**config.mk**
```make
export PLATFORM = sky130hd
export DESIGN_NAME = pau_top
export DESIGN_NICKNAME = d
export VERILOG_FILES = /design/src/pau_pkg.sv /design/src/pau_tick.sv /design/src/pau_chan.sv /design/src/pau_top.sv
export VERILOG_INCLUDE_DIRS = /design/src
export SDC_FILE = /design/constraint.sdc
export NUM_CORES = 2
export LEC_CHECK = 0
export BUFFER_PORTS_ARGS = -buffer_cell sky130_fd_sc_hd__buf_2
export CAP_MARGIN = 20
export CELL_PAD_IN_SITES_DETAIL_PLACEMENT = 0
export CELL_PAD_IN_SITES_GLOBAL_PLACEMENT = 1
export CORE_UTILIZATION = 25
export CTS_BUF_LIST = sky130_fd_sc_hd__clkbuf_16
export DETAILED_ROUTE_END_ITERATION = 16
export PLACE_DENSITY = 0.6
export SYNTH_ARGS = -nofsm -noshare
export SYNTH_HDL_FRONTEND = slang
export SYNTH_SLANG_ARGS = --single-unit
```
**constraint.sdc**
```tcl
create_clock -name i_clk -period 15.2 [get_ports i_clk]
set_input_delay 0.76 -clock i_clk [delete_from_list [all_inputs] [get_ports i_clk]]
set_output_delay 0.76 -clock i_clk [all_outputs]
set_load 0.02 [all_outputs]
```
**src/pau_cfg.svh**
```systemverilog
// constants for the process alarm unit: offsets, field positions, reset values, timing
// assumes inclusion by bare name from the package and the top module
`ifndef PAU_CFG_SVH
`define PAU_CFG_SVH

// ----------------------------------------------------------------
// channel counts
// ----------------------------------------------------------------
`define PAU_BASE_CHANNELS 2
`define PAU_MAX_CHANNELS 4

// ----------------------------------------------------------------
// timing
// ----------------------------------------------------------------
`define PAU_CLK_HZ 25000000
`define PAU_TICK_TIME_S 1
`define PAU_TIME_MAX 13'h1964

// ----------------------------------------------------------------
// register byte offsets and channel decode
// ----------------------------------------------------------------
`define PAU_OFS_CTRL 8'h00
`define PAU_OFS_STATUS 8'h04
`define PAU_OFS_PV 8'h08
`define PAU_CH_PAGE 2'h1
`define PAU_CH_MODE 2'h0
`define PAU_CH_SETPOINT 2'h1
`define PAU_CH_REFERENCE 2'h2
`define PAU_CH_TIMES 2'h3

// ----------------------------------------------------------------
// field positions
// ----------------------------------------------------------------
`define PAU_ST_LED_LSB 0
`define PAU_ST_RELAY_LSB 4
`define PAU_ST_FITTED_BIT 8
`define PAU_ST_BREAK_BIT 9
`define PAU_TIMES_T2_LSB 16

// ----------------------------------------------------------------
// reset values
// ----------------------------------------------------------------
`define PAU_RST_BLOCK 4'h0
`define PAU_RST_VALUE 16'h0000
`define PAU_RST_TIME 13'h0000

`endif

```
**src/pau_pkg.sv**
```systemverilog
// types shared by the process alarm unit modules
// assumes pau_cfg.svh is on the include path
`include "pau_cfg.svh"

`default_nettype none

package pau_pkg;

    // ----------------------------------------------------------------
    // modes and timer states
    // ----------------------------------------------------------------
    typedef enum logic [2:0] {
        pau_disabled_mode = 3'b000,
        pau_sensor_break_mode = 3'b001,
        pau_under_setpoint_mode = 3'b010,
        pau_above_setpoint_mode = 3'b011,
        pau_deviation_low_mode = 3'b100,
        pau_deviation_high_mode = 3'b101,
        pau_band_outside_mode = 3'b110,
        pau_band_inside_mode = 3'b111
    } pau_mode_type;

    typedef enum logic [2:0] {
        pau_idle_st = 3'b000,
        pau_delay_st = 3'b001,
        pau_on_st = 3'b010,
        pau_off_st = 3'b011,
        pau_done_st = 3'b100
    } pau_timer_type;

    // ----------------------------------------------------------------
    // module state records
    // ----------------------------------------------------------------
    typedef struct packed {
        logic [31:0] count;
        logic tick;
    } pau_tick_state_type;

    typedef struct packed {
        pau_timer_type fsm;
        logic [12:0] cnt;
        logic blocked;
        logic cond;
        logic relay;
    } pau_chan_state_type;

    typedef struct packed {
        logic [3:0] block_en;
        pau_mode_type [3:0] mode;
        logic [3:0][15:0] setpoint;
        logic [3:0][15:0] reference;
        logic [3:0][12:0] t1;
        logic [3:0][12:0] t2;
        logic [15:0] pv;
        logic brk;
        logic fitted;
        logic strap_done;
        logic waitreq;
        logic [31:0] rdata;
    } pau_top_state_type;

endpackage

`default_nettype wire

```
**src/pau_tick.sv**
```systemverilog
// one-second enable divider for the alarm timers
// assumes i_clk free running; o_tick is a one-cycle pulse every TICK_CYCLES cycles
`timescale 1ns/1ns
`default_nettype none

module pau_tick #(
    parameter int unsigned TICK_CYCLES = 25000000
) (
    input wire logic i_clk,
    input wire logic i_rst,
    output logic o_tick
);
    import pau_pkg::*;

    pau_tick_state_type s_q;
    pau_tick_state_type s_d;

    always_comb
    begin
        s_d = s_q;
        s_d.tick = 1'b0;
        if (s_q.count == TICK_CYCLES - 32'd1)
        begin
            s_d.count = 32'd0;
            s_d.tick = 1'b1;
        end
        else
        begin
            s_d.count = s_q.count + 32'd1;
        end
    end

    always_ff @(posedge i_clk)
    begin
        if (i_rst)
        begin
            s_q <= '0;
        end
        else
        begin
            s_q <= s_d;
        end
    end

    assign o_tick = s_q.tick;
endmodule // pau_tick

`default_nettype wire

```
**src/pau_chan.sv**
```systemverilog
// one alarm channel: comparison, initial blocking and relay timer
// assumes i_pv_valid pulses once per new process value and i_tick pulses once a second
`timescale 1ns/1ns
`default_nettype none

module pau_chan (
    input wire logic i_clk,
    input wire logic i_rst,
    input wire logic i_tick,
    input wire logic i_pv_valid,
    input wire logic [15:0] i_process_value,
    input wire logic i_sensor_break,
    input wire pau_pkg::pau_mode_type i_mode,
    input wire logic [15:0] i_alarm_setpoint_value,
    input wire logic [15:0] i_alarm_reference_value,
    input wire logic [12:0] i_first_timer_time,
    input wire logic [12:0] i_second_timer_time,
    input wire logic i_block_en,
    output logic o_led,
    output logic o_relay
);
    import pau_pkg::*;

    function automatic logic signed [17:0] sx(input logic [15:0] v);
        sx = {{2{v[15]}}, v};
    endfunction

    pau_chan_state_type s_q;
    pau_chan_state_type s_d;
    logic signed [17:0] pv;
    logic signed [17:0] sp;
    logic signed [17:0] rf;
    logic signed [17:0] diff;
    logic signed [17:0] mag;
    logic raw;
    logic eval;
    logic [12:0] cnt_inc;

    always_comb
    begin
        pv = sx(i_process_value);
        sp = sx(i_alarm_setpoint_value);
        rf = sx(i_alarm_reference_value);
        diff = pv - rf;
        mag = diff[17] ? -diff : diff;
        cnt_inc = s_q.cnt + 13'h0001;
        s_d = s_q;
        // ----------------------------------------------------------------
        // comparison
        // ----------------------------------------------------------------
        case (i_mode)
            pau_disabled_mode: raw = 1'b0;
            pau_sensor_break_mode: raw = i_sensor_break;
            pau_under_setpoint_mode: raw = pv < sp;
            pau_above_setpoint_mode: raw = pv > sp;
            pau_deviation_low_mode: raw = pv < rf - sp;
            pau_deviation_high_mode: raw = pv > rf + sp;
            pau_band_outside_mode: raw = mag > sp;
            pau_band_inside_mode: raw = mag < sp;
            default: raw = 1'b0;
        endcase
        eval = i_pv_valid || i_mode == pau_sensor_break_mode || i_mode == pau_disabled_mode;
        if (eval)
        begin
            if (!raw && i_mode != pau_disabled_mode)
            begin
                s_d.blocked = 1'b0;
            end
            s_d.cond = raw && !(s_q.blocked && i_block_en && i_mode != pau_sensor_break_mode);
        end
        // ----------------------------------------------------------------
        // relay timer
        // ----------------------------------------------------------------
        case (s_q.fsm)
            pau_idle_st:
            begin
                s_d.cnt = 13'h0000;
                if (s_q.cond)
                begin
                    if (i_first_timer_time == 13'h0000 && i_second_timer_time != 13'h0000)
                    begin
                        s_d.fsm = pau_delay_st;
                    end
                    else
                    begin
                        s_d.fsm = pau_on_st;
                    end
                end
            end
            pau_delay_st:
            begin
                if (i_tick)
                begin
                    s_d.cnt = cnt_inc;
                    if (cnt_inc == i_second_timer_time)
                    begin
                        s_d.fsm = pau_on_st;
                        s_d.cnt = 13'h0000;
                    end
                end
            end
            pau_on_st:
            begin
                if (i_tick && i_first_timer_time != 13'h0000)
                begin
                    s_d.cnt = cnt_inc;
                    if (cnt_inc == i_first_timer_time)
                    begin
                        s_d.cnt = 13'h0000;
                        s_d.fsm = (i_second_timer_time == 13'h0000) ? pau_done_st : pau_off_st;
                    end
                end
            end
            pau_off_st:
            begin
                if (i_tick)
                begin
                    s_d.cnt = cnt_inc;
                    if (cnt_inc == i_second_timer_time)
                    begin
                        s_d.cnt = 13'h0000;
                        s_d.fsm = pau_on_st;
                    end
                end
            end
            pau_done_st: s_d.fsm = pau_done_st;
            default: s_d.fsm = pau_idle_st;
        endcase
        if (!s_q.cond)
        begin
            s_d.fsm = pau_idle_st;
            s_d.cnt = 13'h0000;
        end
        s_d.relay = s_d.fsm == pau_on_st;
    end

    always_ff @(posedge i_clk)
    begin
        if (i_rst)
        begin
            s_q <= '0;
            s_q.fsm <= pau_idle_st;
            s_q.blocked <= 1'b1;
        end
        else
        begin
            s_q <= s_d;
        end
    end

    assign o_led = s_q.cond;
    assign o_relay = s_q.relay;
endmodule // pau_chan

`default_nettype wire

```
**src/pau_top.sv**
```systemverilog
// process alarm unit: register slave, tick divider and four alarm channels
// assumes an Avalon-MM master on i_clk; process value and break flag synchronous to i_clk
//
// The Avalon-MM register port and the register addresses were left to the implementer.
`timescale 1ns/1ns
`default_nettype none
`include "pau_cfg.svh"

module pau_top #(
    parameter int unsigned TICK_CYCLES = `PAU_TICK_TIME_S * `PAU_CLK_HZ
) (
    input wire logic i_clk,
    input wire logic i_rst,
    input wire logic [7:0] i_avs_address,
    input wire logic i_avs_read,
    input wire logic i_avs_write,
    input wire logic [31:0] i_avs_writedata,
    input wire logic [3:0] i_avs_byteenable,
    output logic [31:0] o_avs_readdata,
    output logic o_avs_waitrequest,
    input wire logic i_pv_valid,
    input wire logic [15:0] i_process_value,
    input wire logic i_sensor_break,
    input wire logic i_extra_outputs_fitted,
    output logic [3:0] o_alarm_led,
    output logic [3:0] o_alarm_relay
);
    import pau_pkg::*;

    // ----------------------------------------------------------------
    // helpers
    // ----------------------------------------------------------------
    function automatic logic [31:0] merge(input logic [31:0] old, input logic [31:0] nw, input logic [3:0] be);
        logic [31:0] r;
        r = old;
        for (int i = 0; i < 4; i++)
        begin
            if (be[i])
            begin
                r[8*i +: 8] = nw[8*i +: 8];
            end
        end
        merge = r;
    endfunction

    function automatic logic [12:0] sat_time(input logic [15:0] v);
        sat_time = (v > {3'h0, `PAU_TIME_MAX}) ? `PAU_TIME_MAX : v[12:0];
    endfunction

    pau_top_state_type s_q;
    pau_top_state_type s_d;
    logic tick;
    logic [3:0] led;
    logic [3:0] relay;
    logic req;
    logic hit_ch;
    logic [1:0] ch;
    logic [1:0] reg_sel;
    logic [31:0] rd;
    logic [31:0] wv;
    pau_mode_type [3:0] eff_mode;

    // ----------------------------------------------------------------
    // one-second tick
    // ----------------------------------------------------------------
    pau_tick #(
        .TICK_CYCLES(TICK_CYCLES)
    ) u_tick (
        .i_clk(i_clk),
        .i_rst(i_rst),
        .o_tick(tick)
    );

    // ----------------------------------------------------------------
    // alarm channels
    // ----------------------------------------------------------------
    always_comb
    begin
        for (int i = 0; i < `PAU_MAX_CHANNELS; i++)
        begin
            eff_mode[i] = (s_q.fitted || i < `PAU_BASE_CHANNELS) ? s_q.mode[i] : pau_disabled_mode;
        end
    end

    for (genvar g = 0; g < `PAU_MAX_CHANNELS; g++)
    begin : g_chan
        pau_chan u_chan (
            .i_clk(i_clk),
            .i_rst(i_rst),
            .i_tick(tick),
            .i_pv_valid(i_pv_valid),
            .i_process_value(i_process_value),
            .i_sensor_break(i_sensor_break),
            .i_mode(eff_mode[g]),
            .i_alarm_setpoint_value(s_q.setpoint[g]),
            .i_alarm_reference_value(s_q.reference[g]),
            .i_first_timer_time(s_q.t1[g]),
            .i_second_timer_time(s_q.t2[g]),
            .i_block_en(s_q.block_en[g]),
            .o_led(led[g]),
            .o_relay(relay[g])
        );
    end

    // ----------------------------------------------------------------
    // register slave
    // ----------------------------------------------------------------
    always_comb
    begin
        s_d = s_q;
        req = i_avs_read || i_avs_write;
        hit_ch = i_avs_address[7:6] == `PAU_CH_PAGE;
        ch = i_avs_address[5:4];
        reg_sel = i_avs_address[3:2];
        rd = 32'h0000_0000;
        if (!s_q.strap_done)
        begin
            s_d.fitted = i_extra_outputs_fitted;
            s_d.strap_done = 1'b1;
        end
        if (i_pv_valid)
        begin
            s_d.pv = i_process_value;
        end
        s_d.brk = i_sensor_break;
        if (hit_ch)
        begin
            case (reg_sel)
                `PAU_CH_MODE: rd[2:0] = s_q.mode[ch];
                `PAU_CH_SETPOINT: rd[15:0] = s_q.setpoint[ch];
                `PAU_CH_REFERENCE: rd[15:0] = s_q.reference[ch];
                `PAU_CH_TIMES:
                begin
                    rd[12:0] = s_q.t1[ch];
                    rd[`PAU_TIMES_T2_LSB +: 13] = s_q.t2[ch];
                end
                default: rd = 32'h0000_0000;
            endcase
        end
        else
        begin
            case (i_avs_address)
                `PAU_OFS_CTRL: rd[3:0] = s_q.block_en;
                `PAU_OFS_STATUS:
                begin
                    rd[`PAU_ST_LED_LSB +: 4] = led;
                    rd[`PAU_ST_RELAY_LSB +: 4] = relay;
                    rd[`PAU_ST_FITTED_BIT] = s_q.fitted;
                    rd[`PAU_ST_BREAK_BIT] = s_q.brk;
                end
                `PAU_OFS_PV: rd[15:0] = s_q.pv;
                default: rd = 32'h0000_0000;
            endcase
        end
        wv = merge(rd, i_avs_writedata, i_avs_byteenable);
        // one wait state: answer at the second edge of each request
        s_d.waitreq = !(req && s_q.waitreq);
        if (req && s_q.waitreq)
        begin
            s_d.rdata = i_avs_read ? rd : 32'h0000_0000;
        end
        if (i_avs_write && !s_q.waitreq)
        begin
            if (hit_ch)
            begin
                case (reg_sel)
                    `PAU_CH_MODE: s_d.mode[ch] = pau_mode_type'(wv[2:0]);
                    `PAU_CH_SETPOINT: s_d.setpoint[ch] = wv[15:0];
                    `PAU_CH_REFERENCE: s_d.reference[ch] = wv[15:0];
                    `PAU_CH_TIMES:
                    begin
                        s_d.t1[ch] = sat_time(wv[15:0]);
                        s_d.t2[ch] = sat_time(wv[`PAU_TIMES_T2_LSB +: 16]);
                    end
                    default: s_d.mode[ch] = s_q.mode[ch];
                endcase
            end
            else if (i_avs_address == `PAU_OFS_CTRL)
            begin
                s_d.block_en = wv[3:0];
            end
        end
    end

    always_ff @(posedge i_clk)
    begin
        if (i_rst)
        begin
            s_q.block_en <= `PAU_RST_BLOCK;
            for (int i = 0; i < `PAU_MAX_CHANNELS; i++)
            begin
                s_q.mode[i] <= pau_disabled_mode;
                s_q.setpoint[i] <= `PAU_RST_VALUE;
                s_q.reference[i] <= `PAU_RST_VALUE;
                s_q.t1[i] <= `PAU_RST_TIME;
                s_q.t2[i] <= `PAU_RST_TIME;
            end
            s_q.pv <= `PAU_RST_VALUE;
            s_q.brk <= 1'b0;
            s_q.fitted <= 1'b0;
            s_q.strap_done <= 1'b0;
            s_q.waitreq <= 1'b1;
            s_q.rdata <= 32'h0000_0000;
        end
        else
        begin
            s_q <= s_d;
        end
    end

    // ----------------------------------------------------------------
    // outputs
    // ----------------------------------------------------------------
    assign o_avs_readdata = s_q.rdata;
    assign o_avs_waitrequest = s_q.waitreq;
    assign o_alarm_led = led;
    assign o_alarm_relay = relay;
endmodule // pau_top

`default_nettype wire

```
==> impl_metrics.env <==
export IMPL_antenna_found_initial=5
export IMPL_clkSinkCount=406
export IMPL_worstPathArrival_ns=6.65
export IMPL_dp_hpwl_um=116000
export IMPL_die_area_um2=149000
export IMPL_fin_crit_ns=6.16
export IMPL_outcome="finished, final reports clean"
export IMPL_synth_ff_type="dfxtp_1"
export IMPL_grt_pass1_wl_um=219000
export IMPL_htreeDepth=2
export IMPL_ant_nets=0
export IMPL_coreArea_um2=146000
export IMPL_grtUsageTotal_pct=19.5
export IMPL_synth_edff_count=0
export IMPL_setup_viol=0
export IMPL_cts_buffer_depth=3
export IMPL_final_cell_mix="nand2_1, ha_1, nor2_1"
export IMPL_ioPinCount=108
export IMPL_power_density_nw_per_um2=64.6
export IMPL_wl_per_cell_um=22.6
export IMPL_layout_drive_gt1_share_pct=7.42
export IMPL_hold_ws_ns=0.439
export IMPL_cp_start_kind="input port"
export IMPL_syn_area_um2=36900
export IMPL_synth_warnings=0
export IMPL_drv_cap=0
export IMPL_route_vias_total=34617
export IMPL_cts_tree="yes"
export IMPL_drt_pass1_iter_count=9
export IMPL_drv_slew=0
export IMPL_clk_pin_slew_ns=0.06
export IMPL_port_buffers=104
export IMPL_crit_slowest_cell="fa_1"
export IMPL_cts_setup_buffers=0
export IMPL_start_util_pct=25.3
export IMPL_peakVddDrop_mv=0.0724
export IMPL_die_h_um=386
export IMPL_slew_headroom_pct=14.6
export IMPL_required_ns=15.70
export IMPL_crit_type="in -> reg"
export IMPL_path_max_fanout=18
export IMPL_worst_r2r_startpoint="s_q[156]"
export IMPL_worst_slew_pin_slew_ns=1.28
export IMPL_via_per_inst=5.26
export IMPL_die_width_um=386
export IMPL_critPathLaunch="i_process_value[1]"
export IMPL_clk_insertion_delay_late_ns=0.63
export IMPL_finalClockSkew_ns=0.0235
export IMPL_grt_max_degree=85
export IMPL_routed_wl_um=149000
export IMPL_drc_errors=0
export IMPL_hold_viol_final=0
export IMPL_endpoint_kind="flop"
export IMPL_yosysUniqueCellTypes=92
export IMPL_hold_path_startpoint="i_process_value[0]"
export IMPL_slowest_delay_ns=0.57
export IMPL_cts_root_buf="clkbuf_16"
export IMPL_setup_tns_ns=0
export IMPL_synth_seq_cells=406
export IMPL_fin_crit_sh_pct=40.5
export IMPL_ys_seq_area_share_pct=22.0
export IMPL_cts_hold_buf=0
export IMPL_syn2layout_area_growth_pct=10.1
export IMPL_final_nets=5184
export IMPL_async_flop_share_pct=0
export IMPL_place_gp_congestion=0.914
export IMPL_hold_class="in -> reg"
export IMPL_synthesis_instances=4658
export IMPL_clock_fmax_mhz=162
export IMPL_cpMostUsedCell="a21o_1"
export IMPL_rsz0062_at_grt="no"
export IMPL_drtIter0Drc=2901
export IMPL_cts_buffers=49
export IMPL_grt_ovfl_total=0
export IMPL_grt_pass1_vias=32661
export IMPL_final_common_cell="nand2_1"
export IMPL_std_cell_rows=140
export IMPL_cts_resized_gates=0
export IMPL_syn_avg_cell_area_um2=7.93
export IMPL_power_leakage_nw=15.3
## logic make-up after synthesis
| logic type | share of synthesized area, % |
|---|---|
| flip-flops | 22.0 |
| buffers and inverters | 5.57 |
| AO/OA/AOI/OAI | 20.5 |
| other | 0.0102 |
| adder cells (fa/ha/maj) | 16.7 |
| AND/OR/NAND/NOR | 21.1 |
| multiplexers | 5.38 |
| XOR/XNOR | 8.74 |
## synthesized netlist by cell type (13+ instances only)
library cell | count | area share (%)
mux2i_1 | 42 | 1.1
a21oi_1 | 426 | 5.8
dfxtp_1 | 406 | 22
o21ai_0 | 174 | 2.4
a22oi_1 | 27 | 0.55
a211oi_1 | 81 | 1.6
inv_1 | 252 | 2.6
and4_1 | 18 | 0.43
o41ai_1 | 16 | 0.38
and2_1 | 18 | 0.30
a31oi_1 | 31 | 0.53
buf_4 | 45 | 0.91
o21a_1 | 52 | 1.1
a21o_1 | 82 | 1.7
nor2_1 | 437 | 4.4
mux4_2 | 61 | 3.7
o21bai_1 | 26 | 0.53
xor2_1 | 125 | 3.0
o22ai_1 | 15 | 0.25
xnor2_1 | 215 | 5.1
nand3_1 | 111 | 1.5
nand2_1 | 514 | 5.2
nor2b_1 | 76 | 1.3
o31ai_1 | 37 | 0.75
nand3b_1 | 15 | 0.30
and3_1 | 47 | 0.80
nor3b_1 | 21 | 0.43
nor4_1 | 44 | 0.75
nor3_1 | 97 | 1.3
a2111oi_0 | 17 | 0.40
a22o_1 | 30 | 0.71
o211ai_1 | 17 | 0.35
ha_1 | 474 | 16
nand4_1 | 72 | 1.2
clkbuf_1 | 169 | 1.7
or2_2 | 18 | 0.30
nand2b_1 | 55 | 0.93
o31a_1 | 14 | 0.33
a211o_1 | 13 | 0.31
or3_1 | 32 | 0.54
mux2_2 | 17 | 0.52
## worst max-delay path: cells and delay by family
kind                     cells  cell delay, ns
AO/OA/AOI/OAI               12            2.97
adder cells (fa/ha/maj)      2            0.88
buffers and inverters        3            0.79
AND/OR/NAND/NOR              6            0.71
multiplexers                 1            0.35
XOR/XNOR                     1            0.15
## report_power, final
group	switching (W)	total, W	internal (W)	leakage (nW)
sequential	0.00000614	0.00107	0.00107	3.27
clock	0.000504	0.00110	0.000601	0.752
combinational	0.000280	0.000446	0.000167	11.3
total	0.000790	0.00263	0.00184	15.3
## registers in the layout (all words and copies together) (netlist names)
register,count
g_chan.u_chan.s_q,68
s_q,261
u_tick.o_tick,1
g_chan.u_chan.o_led,4
o_avs_waitrequest,1
eff_mode,6
o_avs_readdata,29
g_chan.u_chan.o_relay,4
u_tick.s_q,32
## routing by layer
metal  track usage [%]  vias to the layer above  part of all wire (%)
met1              27.2                    16762                    46
li1                  -                    16693                     -
met5                 0                        -                0.0054
met3              2.11                      179                   5.4
met2              31.2                      981                    45
met4              5.64                        2                   3.0
## per-stage QoR
stage	setup slack (ns)	instances	cell area (um^2)	total power, W	util, %
final	9.04	6586	40700	0.00263	27.8
after floorplan	9.65	4664	36900	0.00140	-
after global routing	8.52	6583	40700	0.00274	27.8
after CTS	9.08	6582	40600	0.00265	27.8
after global placement	8.51	6495	39200	0.00154	26.8
after detailed placement	8.46	6496	39200	0.00154	26.8
## worst paths after layout
check             cells after the start                      end  slack (ns)
setup / recovery                     25  g_chan[0].u_chan.s_q[2]        9.04
hold / removal                        3                  s_q[36]        0.44
setup reg to reg                     23  g_chan[0].u_chan.s_q[2]        9.51
hold reg to reg                       2        o_avs_readdata[3]        0.45
## cell type report
| type | count | area (um^2) |
|---|---|---|
| well taps | 1917 | 2400 |
| diodes | 3 | 7.51 |
| flip-flops and latches | 406 | 8130 |
| clock inverters | 37 | 216 |
| clock buffers | 49 | 1230 |
| multi-input cells | 3766 | 26800 |
| fillers | 15850 | 105000 |
| repair buffers | 155 | 922 |
| inverters | 253 | 950 |
(Power assumes the default switching activity.)
